--- src/pms_regs.svh ---
// register offsets, field positions, reset values and timing figures of the sequencer
`ifndef PMS_REGS_SVH
`define PMS_REGS_SVH
`define PMS_NUM_REGS 10
`define PMS_SLOT_W 5
`define PMS_ADDR_PWR_CTRL 8'h1B
`define PMS_ADDR_DDR_REF 8'h6A
`define PMS_ADDR_RAM_SEL 8'h7F
`define PMS_ADDR_SLOT_BASE 8'h20
`define PMS_ADDR_LOW_POWER_REQUEST_BASE 8'h30
`define PMS_BIT_INVERT 6
`define PMS_DLY_MSB 5
`define PMS_DLY_LSB 4
`define PMS_BIT_REF_ON 4
`define PMS_BIT_RAM_SEL 0
`define PMS_RST_INVERT 1'h0
`define PMS_RST_DELAY 2'h1
`define PMS_RST_REF_ON 1'h0
`define PMS_RST_RAM_SEL 1'h0
`define PMS_I2C_ADDR 7'h08
`define PMS_CLK_PERIOD_NS 100
`define PMS_CORE_CLK_HZ 10000000
`define PMS_SW_CLK_HZ 2000000
`define PMS_LF_CLK_HZ 32000
`define PMS_SLOT_PERIOD_NS 1000000
`define PMS_FIRST_SLOT_NS 2500000
`define PMS_PGOOD_DELAY_NS 2000000
`define PMS_SYNC_STAGES 3
// default slots, regulator 9 (ddr reference) down to regulator 0 (buck 1)
`define PMS_DEF_SLOTS {5'h03, 5'h01, 5'h01, 5'h01, 5'h01, 5'h04, 5'h03, 5'h03, 5'h02, 5'h02}
`endif

--- src/pms_pkg.sv ---
// shared types of the power mode and start-up sequencer
`include "pms_regs.svh"
package pms_pkg;
  typedef enum logic [1:0] {PMS_OFF, PMS_ON, PMS_SLEEP, PMS_STANDBY} pms_state_e;
  typedef enum logic [2:0] {SEQ_IDLE, SEQ_FIRST, SEQ_SLOT, SEQ_PGOOD, SEQ_DONE} pms_seq_e;
  typedef logic [`PMS_SLOT_W-1:0] pms_slot_t;
  typedef logic [`PMS_NUM_REGS-1:0][`PMS_SLOT_W-1:0] pms_slot_vec_t;
  typedef logic [`PMS_NUM_REGS-1:0] pms_mask_t;
endpackage : pms_pkg

--- src/pms_tick_if.sv ---
// tick enables passed from the divider to the sequencer
`timescale 1ns/1ps
interface pms_tick_if;
  logic tick_2m;
  logic tick_32k;
  modport gen (output tick_2m, output tick_32k);
  modport use_side (input tick_2m, input tick_32k);
endinterface : pms_tick_if
--- src/pms_power_sequencer.sv ---
// power mode state machine, start-up slot sequencer and control registers
`timescale 1ns/1ps
`include "pms_regs.svh"
module pms_power_sequencer #(
  parameter int unsigned SLOT_CYC = `PMS_SLOT_PERIOD_NS / `PMS_CLK_PERIOD_NS,
  parameter int unsigned FIRST_CYC = `PMS_FIRST_SLOT_NS / `PMS_CLK_PERIOD_NS,
  parameter int unsigned PGOOD_CYC = `PMS_PGOOD_DELAY_NS / `PMS_CLK_PERIOD_NS
) (
  input wire logic CORE_CLK,
  input wire logic RST,
  input wire logic MAIN_SUPPLY_OK,
  input wire logic EN_PIN,
  input wire logic THERMAL_SHDN,
  input wire logic LOW_POWER_REQUEST,
  input wire logic ANY_OFF_MODE_PFM,
  input wire logic ALL_PFM,
  input wire logic UNTRIMMED_TICK,
  input wire logic FAULT_PENDING,
  input wire logic REG_WR,
  input wire logic REG_RD,
  input wire logic [7:0] REG_ADDR,
  input wire logic [7:0] REG_WDATA,
  output logic [7:0] REG_RDATA,
  output logic HOST_CTRL_READY,
  output logic [`PMS_NUM_REGS-1:0] REG_ENABLE,
  output logic POWER_GOOD_RESET_N_O,
  output logic POWER_GOOD_RESET_N_OE,
  output logic FAULT_IRQ_N_O,
  output logic FAULT_IRQ_N_OE,
  output logic DDR_REF_OUTPUT_ON,
  output logic CLK_UNTRIMMED_SEL,
  output logic SWITCH_CLK_TICK,
  output logic DEBOUNCE_TICK,
  output logic IRQ_DEBOUNCE_TICK,
  output logic [6:0] I2C_ADDR,
  output logic [1:0] POWER_STATE
);
  localparam int N = `PMS_NUM_REGS;
  localparam pms_pkg::pms_slot_vec_t DEF_SLOTS = `PMS_DEF_SLOTS;

  // lowest slot above cur, zero when none remain
  function automatic pms_pkg::pms_slot_t next_slot(input pms_pkg::pms_slot_vec_t s,
                                                    input pms_pkg::pms_slot_t cur);
    pms_pkg::pms_slot_t best;
    best = '0;
    for (int i = 0; i < N; i++) begin
      if (s[i] > cur && (best == '0 || s[i] < best)) begin
        best = s[i];
      end
    end
    return best;
  endfunction : next_slot

  // regulators placed in slot cur
  function automatic pms_pkg::pms_mask_t slot_mask(input pms_pkg::pms_slot_vec_t s,
                                                   input pms_pkg::pms_slot_t cur);
    pms_pkg::pms_mask_t m;
    m = '0;
    for (int i = 0; i < N; i++) begin
      m[i] = (s[i] == cur);
    end
    return m;
  endfunction : slot_mask

  // address decode of one per-regulator register
  function automatic logic slot_hit(input logic [7:0] addr, input logic [7:0] base,
                                    input int idx);
    return addr == 8'(base + 8'(idx));
  endfunction : slot_hit

  pms_tick_if tk ();
  pms_pkg::pms_state_e state;
  pms_pkg::pms_state_e next_state;
  pms_pkg::pms_seq_e seq;
  pms_pkg::pms_slot_vec_t ram_slot;
  pms_pkg::pms_slot_vec_t act_slot;
  pms_pkg::pms_slot_vec_t low_power_request_slot;
  pms_pkg::pms_slot_t cur;
  pms_pkg::pms_mask_t en_mask;
  logic [31:0] seq_timer;
  logic [1:0] lp_delay;
  logic [1:0] dly_cnt;
  logic [`PMS_SYNC_STAGES-1:0] req_sync;
  logic invert;
  logic ref_on;
  logic ram_sel;
  logic first_done;
  logic pg_released;
  logic debounce_tick;
  logic irq_tick;
  logic [7:0] rdata;

  // turn-on qualification and sequencer status
  wire supply_ok = MAIN_SUPPLY_OK;
  wire turn_on = EN_PIN && supply_ok && !THERMAL_SHDN;
  wire force_off = THERMAL_SHDN || !supply_ok;
  wire seq_start = (state == pms_pkg::PMS_OFF) && (next_state == pms_pkg::PMS_ON);
  wire seq_busy = (seq != pms_pkg::SEQ_IDLE) && (seq != pms_pkg::SEQ_DONE);
  wire wr_ok = REG_WR && !seq_busy;
  wire req_decoded = LOW_POWER_REQUEST ^ invert;
  wire req_qual = req_sync[`PMS_SYNC_STAGES-1];
  wire lf_tick = tk.tick_32k;
  wire low_power_request_go = req_qual && (dly_cnt == lp_delay) && (seq == pms_pkg::SEQ_DONE);
  wire untrimmed_sel = !supply_ok || (!seq_busy && (state == pms_pkg::PMS_SLEEP || ALL_PFM));
  wire pms_pkg::pms_slot_t nxt = next_slot(act_slot, cur);
  wire pms_pkg::pms_slot_t first = next_slot(act_slot, '0);
  wire pms_pkg::pms_mask_t low_power_request_mask = ~slot_mask(low_power_request_slot, '0);

  pms_tick_gen u_tick (
    .clk(CORE_CLK),
    .rst(RST),
    .osc_on(!untrimmed_sel),
    .tk(tk)
  );

  // power state transitions
  always_comb begin
    next_state = state;
    case (state)
      pms_pkg::PMS_OFF: begin
        if (turn_on) next_state = pms_pkg::PMS_ON;
      end
      pms_pkg::PMS_SLEEP: begin
        if (force_off) next_state = pms_pkg::PMS_OFF;
        else if (turn_on) next_state = pms_pkg::PMS_ON;
      end
      pms_pkg::PMS_ON: begin
        if (force_off) next_state = pms_pkg::PMS_OFF;
        else if (!EN_PIN) next_state = ANY_OFF_MODE_PFM ? pms_pkg::PMS_SLEEP : pms_pkg::PMS_OFF;
        else if (low_power_request_go) next_state = pms_pkg::PMS_STANDBY;
      end
      pms_pkg::PMS_STANDBY: begin
        if (force_off) next_state = pms_pkg::PMS_OFF;
        else if (!EN_PIN) next_state = ANY_OFF_MODE_PFM ? pms_pkg::PMS_SLEEP : pms_pkg::PMS_OFF;
        else if (!req_qual) next_state = pms_pkg::PMS_ON;
      end
      default: next_state = pms_pkg::PMS_OFF;
    endcase
  end

  // state register, OFF after supply-valid reset
  always_ff @(posedge CORE_CLK) begin
    if (RST) state <= pms_pkg::PMS_OFF;
    else state <= next_state;
  end

  // control bits written by the host
  always_ff @(posedge CORE_CLK) begin
    if (RST) begin
      invert <= `PMS_RST_INVERT;
      lp_delay <= `PMS_RST_DELAY;
      ref_on <= `PMS_RST_REF_ON;
      ram_sel <= `PMS_RST_RAM_SEL;
    end else if (wr_ok) begin
      if (REG_ADDR == `PMS_ADDR_PWR_CTRL) begin
        invert <= REG_WDATA[`PMS_BIT_INVERT];
        lp_delay <= REG_WDATA[`PMS_DLY_MSB:`PMS_DLY_LSB];
      end
      if (REG_ADDR == `PMS_ADDR_DDR_REF) ref_on <= REG_WDATA[`PMS_BIT_REF_ON];
      if (REG_ADDR == `PMS_ADDR_RAM_SEL) ram_sel <= REG_WDATA[`PMS_BIT_RAM_SEL];
    end
  end

  // per-regulator retained, active and standby slot fields
  for (genvar g = 0; g < N; g++) begin : g_reg
    always_ff @(posedge CORE_CLK) begin
      if (RST) begin
        ram_slot[g] <= '0;
        low_power_request_slot[g] <= '0;
        act_slot[g] <= '0;
      end else if (seq_start) begin
        act_slot[g] <= ram_sel ? ram_slot[g] : DEF_SLOTS[g];
        if (!first_done) low_power_request_slot[g] <= ram_sel ? ram_slot[g] : DEF_SLOTS[g];
      end else if (wr_ok) begin
        if (slot_hit(REG_ADDR, `PMS_ADDR_SLOT_BASE, g)) ram_slot[g] <= REG_WDATA[4:0];
        if (slot_hit(REG_ADDR, `PMS_ADDR_LOW_POWER_REQUEST_BASE, g)) low_power_request_slot[g] <= REG_WDATA[4:0];
      end
    end
  end

  // start-up slot sequencer
  always_ff @(posedge CORE_CLK) begin
    if (RST || state == pms_pkg::PMS_OFF) begin
      seq <= seq_start ? pms_pkg::SEQ_FIRST : pms_pkg::SEQ_IDLE;
      seq_timer <= seq_start ? FIRST_CYC - 3 : 32'h0;
      cur <= '0;
      en_mask <= '0;
      pg_released <= 1'b0;
    end else begin
      seq_timer <= (seq_timer != 32'h0) ? seq_timer - 32'h1 : 32'h0;
      case (seq)
        pms_pkg::SEQ_FIRST: begin
          if (seq_timer == 32'h0) begin
            cur <= first;
            seq <= (first == '0) ? pms_pkg::SEQ_PGOOD : pms_pkg::SEQ_SLOT;
            seq_timer <= (first == '0) ? PGOOD_CYC - 1 : 32'h0;
          end
        end
        pms_pkg::SEQ_SLOT: begin
          if (seq_timer == 32'h0) begin
            en_mask <= en_mask | (slot_mask(act_slot, cur) & ~slot_mask(act_slot, '0));
            cur <= nxt;
            seq <= (nxt == '0) ? pms_pkg::SEQ_PGOOD : pms_pkg::SEQ_SLOT;
            seq_timer <= (nxt == '0) ? PGOOD_CYC - 1 : SLOT_CYC - 1;
          end
        end
        pms_pkg::SEQ_PGOOD: begin
          if (seq_timer == 32'h0) begin
            pg_released <= 1'b1;
            seq <= pms_pkg::SEQ_DONE;
          end
        end
        pms_pkg::SEQ_IDLE: seq <= pms_pkg::SEQ_IDLE;
        pms_pkg::SEQ_DONE: seq <= pms_pkg::SEQ_DONE;
        default: seq <= pms_pkg::SEQ_IDLE;
      endcase
    end
  end

  // first power-up marker for the standby mirror
  always_ff @(posedge CORE_CLK) begin
    if (RST) first_done <= 1'b0;
    else if (seq_start) first_done <= 1'b1;
  end

  // request synchroniser and standby entry delay on the low-rate tick
  always_ff @(posedge CORE_CLK) begin
    if (RST || (state != pms_pkg::PMS_ON && state != pms_pkg::PMS_STANDBY)) begin
      req_sync <= '0;
    end else if (lf_tick) begin
      req_sync <= {req_sync[`PMS_SYNC_STAGES-2:0], req_decoded};
    end
  end

  always_ff @(posedge CORE_CLK) begin
    if (RST || state != pms_pkg::PMS_ON || !req_qual) dly_cnt <= 2'h0;
    else if (lf_tick && dly_cnt != lp_delay) dly_cnt <= dly_cnt + 2'h1;
  end

  // debounce reference ticks
  always_ff @(posedge CORE_CLK) begin
    if (RST) begin
      debounce_tick <= 1'b0;
      irq_tick <= 1'b0;
    end else begin
      debounce_tick <= (state == pms_pkg::PMS_ON && !untrimmed_sel) ? lf_tick : UNTRIMMED_TICK;
      irq_tick <= UNTRIMMED_TICK;
    end
  end

  // register read-back
  always_comb begin
    rdata = 8'h00;
    if (REG_ADDR == `PMS_ADDR_PWR_CTRL) rdata = {1'b0, invert, lp_delay, 4'h0};
    if (REG_ADDR == `PMS_ADDR_DDR_REF) rdata = {3'h0, ref_on, 4'h0};
    if (REG_ADDR == `PMS_ADDR_RAM_SEL) rdata = {7'h00, ram_sel};
    for (int i = 0; i < N; i++) begin
      if (slot_hit(REG_ADDR, `PMS_ADDR_SLOT_BASE, i)) rdata = {3'h0, ram_slot[i]};
      if (slot_hit(REG_ADDR, `PMS_ADDR_LOW_POWER_REQUEST_BASE, i)) rdata = {3'h0, low_power_request_slot[i]};
    end
  end

  always_ff @(posedge CORE_CLK) begin
    if (RST) REG_RDATA <= 8'h00;
    else if (REG_RD) REG_RDATA <= rdata;
  end

  // pin and status outputs
  wire pg_high = pg_released && state != pms_pkg::PMS_OFF;
  assign HOST_CTRL_READY = !seq_busy;
  // every regulator is dropped in the same cycle that OFF is entered
  wire pms_pkg::pms_mask_t on_mask = (state == pms_pkg::PMS_STANDBY) ? (en_mask & low_power_request_mask) : en_mask;
  assign REG_ENABLE = (state == pms_pkg::PMS_OFF) ? '0 : on_mask;
  assign POWER_GOOD_RESET_N_O = 1'b0;
  assign POWER_GOOD_RESET_N_OE = !pg_high;
  assign FAULT_IRQ_N_O = 1'b0;
  assign FAULT_IRQ_N_OE = FAULT_PENDING && state != pms_pkg::PMS_OFF;
  assign DDR_REF_OUTPUT_ON = ref_on;
  assign CLK_UNTRIMMED_SEL = untrimmed_sel;
  assign SWITCH_CLK_TICK = tk.tick_2m;
  assign DEBOUNCE_TICK = debounce_tick;
  assign IRQ_DEBOUNCE_TICK = irq_tick;
  assign I2C_ADDR = `PMS_I2C_ADDR;
  assign POWER_STATE = state;

  // timing helpers for the checks below
  logic [31:0] since_on;
  logic [31:0] gap;
  pms_pkg::pms_mask_t en_prev;
  wire en_chg = en_mask != en_prev;
  always_ff @(posedge CORE_CLK) begin
    if (RST) begin
      since_on <= 32'h0;
      gap <= 32'h0;
      en_prev <= '0;
    end else begin
      since_on <= seq_start ? 32'h1 : since_on + 32'h1;
      gap <= en_chg ? 32'h1 : gap + 32'h1;
      en_prev <= en_mask;
    end
  end

  chk_first_slot: assert property (@(posedge CORE_CLK) disable iff (RST)
    $rose(|en_mask) |-> since_on == FIRST_CYC) else $error("first slot timing wrong");
  chk_slot_gap: assert property (@(posedge CORE_CLK) disable iff (RST)
    en_chg && (|en_prev) && seq_busy |-> gap == SLOT_CYC) else $error("slot spacing wrong");
  chk_pgood_delay: assert property (@(posedge CORE_CLK) disable iff (RST)
    $rose(pg_released) && (|en_mask) |-> gap == PGOOD_CYC) else $error("reset release late");
  chk_off_reset_low: assert property (@(posedge CORE_CLK) disable iff (RST)
    state == pms_pkg::PMS_OFF |-> POWER_GOOD_RESET_N_OE) else $error("reset not low in OFF");
  chk_irq_off: assert property (@(posedge CORE_CLK) disable iff (RST)
    state == pms_pkg::PMS_OFF |-> !FAULT_IRQ_N_OE) else $error("interrupt driven in OFF");
  chk_no_low_start: assert property (@(posedge CORE_CLK) disable iff (RST)
    state == pms_pkg::PMS_OFF && !MAIN_SUPPLY_OK |=> state == pms_pkg::PMS_OFF)
    else $error("power-up below threshold");
  chk_stay_off: assert property (@(posedge CORE_CLK) disable iff (RST)
    state == pms_pkg::PMS_OFF && !EN_PIN |=> state == pms_pkg::PMS_OFF)
    else $error("OFF left without turn-on");
  chk_ref_write: assert property (@(posedge CORE_CLK) disable iff (RST)
    wr_ok && REG_ADDR == `PMS_ADDR_DDR_REF |=> DDR_REF_OUTPUT_ON == $past(REG_WDATA[4]))
    else $error("reference enable not written");
  chk_sleep_no_low_power_request: assert property (@(posedge CORE_CLK) disable iff (RST)
    state == pms_pkg::PMS_SLEEP |=> state != pms_pkg::PMS_STANDBY)
    else $error("standby entered from sleep");
  chk_low_power_request_exit: assert property (@(posedge CORE_CLK) disable iff (RST)
    state == pms_pkg::PMS_STANDBY && !req_qual && EN_PIN && !force_off
    |=> state == pms_pkg::PMS_ON) else $error("standby not left");
  chk_zero_slot_off: assert property (@(posedge CORE_CLK) disable iff (RST)
    seq_busy |-> (en_mask & slot_mask(act_slot, '0)) == '0) else $error("slot 0 enabled");
  chk_low_clock: assert property (@(posedge CORE_CLK) disable iff (RST)
    !MAIN_SUPPLY_OK |-> CLK_UNTRIMMED_SEL) else $error("trimmed clock at low supply");
endmodule : pms_power_sequencer

--- src/pms_tick_gen.sv ---
// divider of the master clock into switching and low-rate enables
`timescale 1ns/1ps
`include "pms_regs.svh"
module pms_tick_gen (
  input wire logic clk,
  input wire logic rst,
  input wire logic osc_on,
  pms_tick_if.gen tk
);
  localparam logic [9:0] SW_DIV = 10'(`PMS_CORE_CLK_HZ / `PMS_SW_CLK_HZ);
  localparam logic [9:0] LF_DIV = 10'(`PMS_CORE_CLK_HZ / `PMS_LF_CLK_HZ);
  logic [9:0] sw_cnt;
  logic [9:0] lf_cnt;
  logic sw_tick;
  logic lf_tick;
  wire sw_wrap = (sw_cnt == SW_DIV - 10'h001);
  wire lf_wrap = (lf_cnt == LF_DIV - 10'h001);
  // free counters, held at zero while the trimmed oscillator is off
  always_ff @(posedge clk) begin
    if (rst || !osc_on) begin
      sw_cnt <= 10'h000;
      lf_cnt <= 10'h000;
      sw_tick <= 1'b0;
      lf_tick <= 1'b0;
    end else begin
      sw_cnt <= sw_wrap ? 10'h000 : sw_cnt + 10'h001;
      lf_cnt <= lf_wrap ? 10'h000 : lf_cnt + 10'h001;
      sw_tick <= sw_wrap;
      lf_tick <= lf_wrap;
    end
  end
  assign tk.tick_2m = sw_tick;
  assign tk.tick_32k = lf_tick;
endmodule : pms_tick_gen

--- config.mk ---
export PLATFORM = sky130hd
export DESIGN_NAME = pms_power_sequencer
export DESIGN_NICKNAME = d
export VERILOG_FILES = /design/src/pms_pkg.sv /design/src/pms_tick_if.sv /design/src/pms_power_sequencer.sv /design/src/pms_tick_gen.sv
export VERILOG_INCLUDE_DIRS = /design/src
export SDC_FILE = /design/constraint.sdc
export NUM_CORES = 1
export LEC_CHECK = 0
export ABC_AREA = 1
export BUFFER_PORTS_ARGS = -buffer_cell sky130_fd_sc_hd__buf_2
export CAP_MARGIN = 20
export CORE_ASPECT_RATIO = 0.5
export CORE_UTILIZATION = 57
export DETAILED_ROUTE_END_ITERATION = 6
export GPL_ROUTABILITY_DRIVEN = 0
export PLACE_DENSITY = 0.8
export SYNTH_ARGS = -nofsm -noshare
export SYNTH_HDL_FRONTEND = slang
export SYNTH_SLANG_ARGS = --single-unit
--- constraint.sdc ---
create_clock -name CORE_CLK -period 11.36 [get_ports CORE_CLK]
set_input_delay 1.136 -clock CORE_CLK [delete_from_list [all_inputs] [get_ports CORE_CLK]]
set_output_delay 1.136 -clock CORE_CLK [all_outputs]
set_load 0.02 [all_outputs]
### After elaboration in Yosys (flattened, before gate mapping)

Index checks and enable logic that the tools add are counted.

* reduce and logical (&&, ||, !) cells: 149
* multiplexer cells: 125
* divide/modulo/power cells: 0
* bitwise gates (word level): 7
* shift-type cells: 0
* order comparisons: 38
* add/sub/neg operators: 4
* equality and inequality tests: 54
* multipliers: 0

Operators with widths (count)
* $mux W5: 72
* $logic_not A5 Y1: 40
* $mux W8: 22
* $eq A8 B6 Y1 const B: 20
* $mux W32: 4
* $lt A5 B5 Y1: 18
* $reduce_and A3 Y1: 22
* $pmux W32 S2: 1
* $eq A5 B5 Y1: 10
* $gt A5 B1 Y1 const B: 10
* $gt A5 B5 Y1: 10
* $mux W15: 3
* $logic_not A32 Y1: 1
* $reduce_bool A32 Y1: 1
* $sub A32 B1 Y32 const B: 1
* $logic_and A1 B1 Y1: 31
* $logic_or A1 B1 Y1: 26
* $reduce_bool A2 Y1: 13
* $add A10 B1 Y10 const B: 2
* $and A10 B10 Y10: 2
* $mux W10: 2
* $not A10 Y10: 2
* $mux W2: 9
* $eq A8 B7 Y1 const B: 2
* other kinds (28): 53

* RAM bits: 0
* bits in registers: 246
* input port bits: 28
* bits in read-only memories: 0
* memories kept: 0
* logic and storage cells: 427
* latch bits: 0
* output and inout bits: 37

### Longest topological paths before layout

Gate-level depths: netlist of the first run.

* depth after elaboration: 43
* depth in mapped cells: 105
* mapped depth without buffers: 105

### Modules after synthesis

Synthesis of the first run repeated with hierarchy kept, for this count alone.

* cells, all modules: 2346
* area, all modules: 15882.7 um2

Modules (own cells, without submodules)
* pms_power_sequencer: seq. area each 4494.3 um2, times used 1, area an instance 14841.7 um2, cells an instance 2203
* pms_tick_gen: seq. area each 440.4 um2, times used 1, area an instance 1041.0 um2, cells an instance 143

### Least setup slack after synthesis of the first run

OpenSTA, ideal clock, no wires.

* kind: register to register
* start point: register act_slot[4] (netlist name)
* end point: register seq_timer[0]
* stages on the path, launching flop included: 80
* required time: 11229 ps
* buffers on the path: 0
* arrival time: 10415 ps
* clock period less this slack: 10547 ps
* path slack: 813 ps
* path through: dfxtp_1 inv_1 ha_1 nand2_1 inv_1 nand4_1 o211ai_2 nand2_2 nand2_4 o21a_2 ha_1 nand2_1 nor2_1 nor2_1 a32o_1 nand2_4 nand2_1 o21ai_1 [44 not listed] o21ai_1 o21ai_4 nand2_4 nand2_1 nand2_1 ha_1 a21oi_1 nor2_1 a211oi_1 nand2_1 o21ai_4 nand2_4 o21ai_1 nor2_2 nand3_2 nand2_1 o21ai_2 o21ai_1

* word-level cells in the longest chain between the ends: 43
* elaborated cells on any way between the ends: 52
* those cells by class: order compare: 10; mux: 14; reduce/logical: 28

RTL lines
* from (decl): RTL line pms_power_sequencer.sv:76 `pms_pkg::pms_slot_vec_t act_slot;`
* from (signal, indexed assignment): RTL line pms_power_sequencer.sv:172 `act_slot[g] <= ram_sel ? ram_slot[g] : DEF_SLOTS[g];`
* $gt A5 B1 Y1: RTL line pms_power_sequencer.sv:47 `if (s[i] > cur && (best == '0 || s[i] < best)) begin`
* $mux W5 *: RTL line pms_power_sequencer.sv:47
* $lt A5 B5 Y1 or $logic_not A5 Y1 (tied branches): RTL line pms_power_sequencer.sv:47
* $logic_or A1 B1 Y1: RTL line pms_power_sequencer.sv:47
* $logic_and A1 B1 Y1: RTL line pms_power_sequencer.sv:47
* $mux W5 *: RTL line pms_power_sequencer.sv:47
* $lt A5 B5 Y1 or $logic_not A5 Y1 (tied branches): RTL line pms_power_sequencer.sv:47
* $logic_or A1 B1 Y1: RTL line pms_power_sequencer.sv:47
* [27 not listed]
* $logic_or A1 B1 Y1: RTL line pms_power_sequencer.sv:47
* $logic_and A1 B1 Y1: RTL line pms_power_sequencer.sv:47
* $mux W5 *: RTL line pms_power_sequencer.sv:47
* $logic_not A5 Y1 *: RTL line pms_power_sequencer.sv:196 `seq_timer <= (first == '0) ? PGOOD_CYC - 1 : 32'h0;`
* $mux W15 *: RTL line pms_power_sequencer.sv:196
* $mux W32 *: RTL line pms_power_sequencer.sv:193 `if (seq_timer == 32'h0) begin`
* $pmux W32 S2 *: RTL line pms_power_sequencer.sv:191 `case (seq)`
* $mux W32 *: RTL line pms_power_sequencer.sv:183 `if (RST || state == pms_pkg::PMS_OFF) begin`
* to (signal assigned): RTL line pms_power_sequencer.sv:185 `seq_timer <= seq_start ? FIRST_CYC - 3 : 32'h0;`
* to (signal assigned): RTL line pms_power_sequencer.sv:190 `seq_timer <= (seq_timer != 32'h0) ? seq_timer - 32'h1 : 32'h0;`
* to (signal assigned): RTL line pms_power_sequencer.sv:196
* to (decl): RTL line pms_power_sequencer.sv:80 `logic [31:0] seq_timer;`

Mark *: on every way between the ends. The rest lies on a longest branch, timed or not.
A chain may end at the register's enable or synchronous reset.

### Final worst setup path of the first run

* start point: register act_slot[2] (netlist name)
* end point: register seq_timer[2]

Same word-level chain as after synthesis.

==> results.toml, run 1 <==
[run_status]
status = "completed"

[yosys]
synth_compound_area_share_pct = 19.0
synthMuxAreaShare_pct = 0
yosys.area_share.xor_xnor_pct = 1.14
yosys.area_share.simple_pct = 30.3
yosysWarnings = 0
yosys_register_bits = 245
synth_top_family_by_area = "simple AND/OR/NAND/NOR gates"
ys_seq_area_share_pct = 32.1
synth_area_sq_um = 15400
synth_cells = 2307
synth_adder_area_share_pct = 8.79
ys_types = 55
syn_area_per_cell_sq_um = 6.66

[clock_network]
cts_made_buffers = 23
cts_buffer_depth = 3
path_clk_slew_ns = 0.07
root_buffer = "clkbuf_16"
ctsHoldBuffers = 0
htree_num_levels = 1
cts.sinks = 245
cts_tree = "built"
clock_latency_ns = 0.56

[grt]
grtUsageMet1_pct = 45.0
gr-usage-met3_pct = 7.78
grt.overflow.total = 0
busiest_layer = "met2"
grtUsageMet2_pct = 48.6
grt_usage_pct = 32.0
antenna_found_initial = 1
grt_first_pass_wirelength_um = 71400
grt_max_degree = 70
grt_pass1_vias = 14600

[worst_setup_path]
cp_data_required_time_ns = 11.75
cpMostUsedCell = "nand2_2"
reg2reg_depth = 80
max_stage_delay_ns = 0.34
path_delay_family = "compound AO/OA/AOI/OAI gates"
arrival_ns = 11.69
critPathBufInv = 3
startpoint = "act_slot[2]"
crit_cells = 80
r2r-end = "seq_timer[2]"
endpoint = "seq_timer[2]"
end_kind = "register"
crit_path_start_kind = "register"
r2r_start = "act_slot[2]"
reg2reg_slack_ns = 0.07
critPathKind = "register to register"
critPathSlowestCell = "ha_1"
crit_fanout = 6

[timing]
fin_ws_ns = 0.0667
fin_crit_ns = 11.29
finalSetupViolCount = 0
slew_viol_final = 0
rsz0062_at_grt = "true"
skew_ns = 0.0343
worstMarginPinSlew_ns = 1.06
relSlewSlack_pct = 28.6
fmax_ghz = 0.0885
hold_viol_final = 0
post-route-period-util_pct = 99.4

[final_layout]
n_antenna_cell = 0
layout_commonest_cell = "nand2_1"
syn_to_final_growth_pct = 19.4
stdcell_area_sq_um = 18400
most-common-layout-cells = "436 x nand2_1, 290 x nor2_1, 254 x inv_1"
layout-drive-gt1-share_pct = 17.1
fin_nets = 2583

[place]
place_area_sq_um = 16300
hpwl_um = 32600
dpl_worst_slack_ns = -0.319
io_buffer_count = 53

[die]
start_util_pct = 58.0
io_pins = 65
fp.dieW_um = 234
fp.dieH_um = 118
fp.coreArea_sq_um = 26500
rows = 42
die-area_sq_um = 27700

[route]
final_antenna_net_count = 0
drtPass1Iterations = 6
drc = 0
wirelength_um = 47700
first_iter_violations = 1769
via_per_inst = 5.93
vias = 16700
detail_route.wl_per_cell_um = 17.0

[min_path]
hp-class = "register to register"

[power_and_ir_drop]
vdd.ir_drop.worst_v = 0.000105
clkPwrFrac_pct = 33.3
leakage_nw = 7.95
swShare_pct = 33.4
power.density_nw_per_um2 = 130
power.internal_w = 0.00159
p_comb_share_pct = 29.4
power_switching_w = 0.000797
power_frac_seq_pct = 37.3

[run]
cap_viol_max_count = 0
==> Yosys cell counts, drive strengths merged <==
cell type / number / area, sq um
ha: 108 / 1350
a2111oi: 1 / 8.76
or2: 5 / 31.3
xor2: 11 / 96.3
clkbuf: 44 / 165
a311oi: 2 / 17.5
and3: 2 / 12.5
a32oi: 6 / 52.6
nand2: 526 / 2110
a31oi: 58 / 363
o2111ai: 5 / 43.8
o22ai: 4 / 25.0
nor2: 303 / 1150
o21ai: 207 / 1110
nor4: 14 / 87.6
edfxtp: 3 / 90.1
a21oi: 171 / 856
nand4: 30 / 188
clkinv: 9 / 33.8
nand3b: 7 / 52.6
a32o: 1 / 10.0
a21boi: 2 / 15.0
nor3: 56 / 280
o211ai: 13 / 103
nor3b: 14 / 105
or3: 1 / 6.26
inv: 272 / 1020
o21bai: 3 / 26.3
xnor2: 9 / 78.8
a211oi: 15 / 113
nor4b: 1 / 8.76
dfxtp: 242 / 4840
a221oi: 9 / 78.8
a22oi: 1 / 7.51
conb: 2 / 7.51
nand3: 126 / 636
o221ai: 3 / 32.5
buf: 13 / 88.8
o31ai: 3 / 22.5
o21a: 5 / 38.8
==> power by group through the flow <==
stage | registers [W] | logic, W | clock network [W]
4_1_cts | 0.000890 | 0.000533 | 0.000798
3_5_place_dp | 0.000909 | 0.000522 | 0
5_1_grt | 0.000892 | 0.000766 | 0.000834
6_report | 0.000891 | 0.000702 | 0.000796
2_1_floorplan | 0.000905 | 0.000389 | 0
3_3_place_gp | 0.000909 | 0.000512 | 0
==> worst min-delay path by stage <==
stage / startpoint / endpoint / slack (ns) / cells past startpoint
2_1_floorplan: u_tick.sw_cnt[0] / u_tick.sw_cnt[0] / 0.42 / 1
3_3_place_gp: u_tick.sw_cnt[0] / u_tick.sw_cnt[0] / 0.43 / 1
3_5_place_dp: u_tick.lf_cnt[0] / u_tick.lf_cnt[0] / 0.44 / 1
4_1_cts: u_tick.lf_cnt[0] / u_tick.lf_cnt[0] / 0.45 / 1
5_1_grt: u_tick.sw_cnt[0] / u_tick.sw_cnt[0] / 0.47 / 1
6_report: u_tick.lf_cnt[0] / u_tick.lf_cnt[0] / 0.45 / 1
==> layout make-up <==
class | instances | area (sq um)
Sequential cell | 245 | 4940
Timing Repair Buffer | 156 | 1040
Inverter | 281 | 1070
Tap cell | 352 | 440
Multi-Input combinational cell | 1740 | 10100
Fill cell | 2137 | 8130
Clock buffer | 31 | 636
Clock inverter | 7 | 111
==> sequential cells by signal, summed over array words and instances, names as in the netlist, 2 cells and up <==
signal                  flops
seq                         3
u_tick.lf_cnt              10
REG_RDATA                   7
ram_slot                   50
POWER_STATE                 2
en_mask                    10
u_tick.sw_cnt              10
cur                         5
act_slot                   50
seq_timer                  32
dly_cnt                     2
lp_delay                    2
low_power_request_slot     50
req_sync                    3
==> per-stage QoR <==
| stage | total power, W | setup TNS, ns | instances | hold slack (ns) | util, % |
|---|---|---|---|---|---|
| floorplan | 0.00129 | 0 | 2315 | 0.417 | - |
| global placement | 0.00142 | -0.471 | 2716 | 0.430 | 61.4 |
| detailed placement | 0.00143 | -2.54 | 2716 | 0.441 | 61.4 |
| CTS | 0.00222 | 0 | 2754 | 0.453 | 64.4 |
| global route | 0.00249 | -7.96 | 2812 | 0.468 | 69.3 |
| finish | 0.00239 | 0 | 2812 | 0.449 | 69.3 |
==> what timing repair did <==
action                                  CTS  global route
endpoints found under the setup margin   17            17
endpoints found under the hold margin     0             0
gates cloned                              0             8
buffers inserted                          0            50
gates resized for setup                  20           196
pin swaps                                 1            66
==> metal layers <==
metal,routed length (um),vias up
met3,4950,111
met2,20800,835
met1,20700,7696
met5,13,-
li1,-,8031
met4,1240,2
==> cell families (layout without fill, tap and decap cells) <==
logic type / Yosys count / count (layout)
AND/OR/NAND/NOR: 1085 / 1093
AO/OA/AOI/OAI: 509 / 509
buffers and inverters: 338 / 475
flip-flops: 245 / 245
adder cells (fa/ha/maj): 108 / 108
XOR/XNOR: 20 / 20
other: 2 / 10
Note: power is estimated with default switching activity, not from simulation.
==> run 2, diff against run 1 <==
CORE_MARGIN = 3   (was default)
PLACE_DENSITY = default   (was 0.8)
PLACE_DENSITY_LB_ADDON = 0.1   (was default)
==> run 2 against run 1 <==
Effect of this change: sequential power hardly changed; critical path type unchanged; core utilization is 2.1 points higher; final area grew 0.60%; critical path depth increased by 19; die area increased by 5.2%.
==> results.toml, run 2 (synthesized netlist as in run 1, its figures left out) <==
[worst_setup_path]
max_stage_delay_ns = 0.38
r2r_start = "act_slot[3]"
cp_data_required_time_ns = 11.84
reg2reg_slack_ns = 0.12
crit_fanout = 7
critPathKind = "register to register"
reg2reg_depth = 99
end_kind = "register"
critPathSlowestCell = "dfxtp_4"
r2r-end = "seq_timer[14]"
arrival_ns = 11.72
cpMostUsedCell = "nand2_1"
crit_path_start_kind = "register"

[final_layout]
reg_top3 = "act_slot x50, low_power_request_slot x50, ram_slot x50"
utilization_pct = 71.4
syn_to_final_growth_pct = 20.1
n_fill_cell = 2150
n_antenna_cell = 0
seq_area_sq_um = 4950
layout_commonest_cell = "nand2_1"
fin_nets = 2584
stdcell_area_sq_um = 18500
instances_no_fill = 2809
multi_input_area_sq_um = 10200
most-common-layout-cells = "436 x nand2_1, 290 x nor2_1, 253 x inv_1"
layout-drive-gt1-share_pct = 17.8

[route]
vias = 16500
drc = 0
drtPass1Iterations = 6
final_antenna_net_count = 0
detail_route.wl_per_cell_um = 17.4
via_per_inst = 5.86
first_iter_violations = 1926
wirelength_um = 48800

[grt]
grt_max_degree = 98
grt_first_pass_wirelength_um = 71500
antenna_found_initial = 0
grt_usage_pct = 30.5
grt.overflow.total = 0
grt_pass1_vias = 14000

[min_path]
hp-class = "register to register"
hold_path_depth = 1
hold_start = "u_tick.sw_cnt[0]"
holdPathEnd = "u_tick.sw_cnt[0]"

[power_and_ir_drop]
vdd.ir_drop.worst_v = 0.000123
leakage_nw = 7.99
power.density_nw_per_um2 = 131

[timing]
relSlewSlack_pct = 42.3
slew_viol_final = 0
hold_viol_final = 0
rsz0062_at_grt = "true"
fin_tns_setup_ns = 0
fin_crit_ns = 11.24
skew_ns = 0.0145
worstMarginPinSlew_ns = 0.863
whs_ns = 0.445
fmax_ghz = 0.0890
finalSetupViolCount = 0
post-route-period-util_pct = 98.9

[clock_network]
cts_tree = "built"
root_buffer = "clkbuf_16"
cts.sinks = 245
cts_buffer_depth = 3
cts_made_buffers = 23
clock_latency_ns = 0.55
path_clk_slew_ns = 0.07
ctsHoldBuffers = 0
htree_num_levels = 1

[run_status]
status = "completed"

[die]
fp.dieH_um = 122
start_util_pct = 59.4
io_pins = 65
rows = 41
die-area_sq_um = 29100
fp.dieW_um = 238
fp.coreArea_sq_um = 25900

[place]
io_buffer_count = 53
hpwl_um = 33400
dp.cells = 2710
place_area_sq_um = 16300

[run]
cap_viol_max_count = 0
-- run 2: changes by cell type in the layout (fill, tap and decap cells not counted), moves of 3 or more --
cell | previous run | this run
ha_4 | 23 | 27
dfxtp_1 | 239 | 235
clkbuf_1 | 5 | 1
o21ai_2 | 23 | 20
clkinv_2 | 1 | 5
a21oi_2 | 18 | 15
inv_2 | 14 | 17
clkinvlp_4 | 0 | 3
ha_1 | 84 | 80
o21ai_4 | 14 | 17
-- run 2: per-layer routing --
layer | routed length [um] | track usage (%) | part of all wire, %
met1 | 21300 | 44.3 | 44
met4 | 1160 | 6.52 | 2.4
met2 | 21000 | 46.7 | 43
met3 | 5300 | 6.60 | 11
met5 | 0 | 0 | 0
-- run 2: what timing repair did --
action,in CTS,in global routing
buffers inserted,0,48
endpoints found under the setup margin,10,17
resized for setup,6,220
pin swaps,0,77
gates cloned,0,8
-- run 2: worst max-delay path, delay by kind of cell (launching register included) --
kind | cells | cell delay [ns]
simple gates | 58 | 4.79
flops | 1 | 0.38
buf+inv | 11 | 0.87
fa+ha+maj | 10 | 2.64
compound gates | 20 | 2.47
-- run 2: area by class of cell --
| type | count | share of cell area (%) |
|---|---|---|
| Clock inverter | 15 | 0.922 |
| Multi-Input combinational cell | 1740 | 55.1 |
| Clock buffer | 27 | 3.36 |
| Timing Repair Buffer | 157 | 5.69 |
| Sequential cell | 245 | 26.8 |
| Inverter | 281 | 5.75 |
| Tap cell | 344 | 2.33 |
-- run 2: through the flow --
stage / setup WS (ns) / total power, W
floorplan: 0.813 / 0.00129
global placement: -0.0417 / 0.00143
detailed placement: -0.160 / 0.00144
CTS: 0.00704 / 0.00225
global route: -0.614 / 0.00253
finish: 0.121 / 0.00241
-- run 2: worst max path at each step --
| stage | end | from | cells after the start | slack [ns] |
|---|---|---|---|---|
| floorplan | seq_timer[0] | act_slot[4] | 79 | 0.81 |
| finish | seq_timer[14] | act_slot[3] | 99 | 0.12 |
| detailed placement | seq_timer[0] | act_slot[3] | 77 | -0.16 |
| global placement | seq_timer[2] | act_slot[3] | 78 | -0.04 |
| global route | seq_timer[8] | act_slot[3] | 99 | -0.61 |
| CTS | seq_timer[8] | cur[4] | 98 | 0.007 |
-- run 2: power by group --
group / switching [W] / total, W / leakage [nW] / internal, W
registers: 0.0000158 / 0.000891 / 2.00 / 0.000875
logic: 0.000429 / 0.000708 / 5.61 / 0.000279
clock network: 0.000369 / 0.000815 / 0.384 / 0.000446
total: 0.000814 / 0.00241 / 7.99 / 0.00160
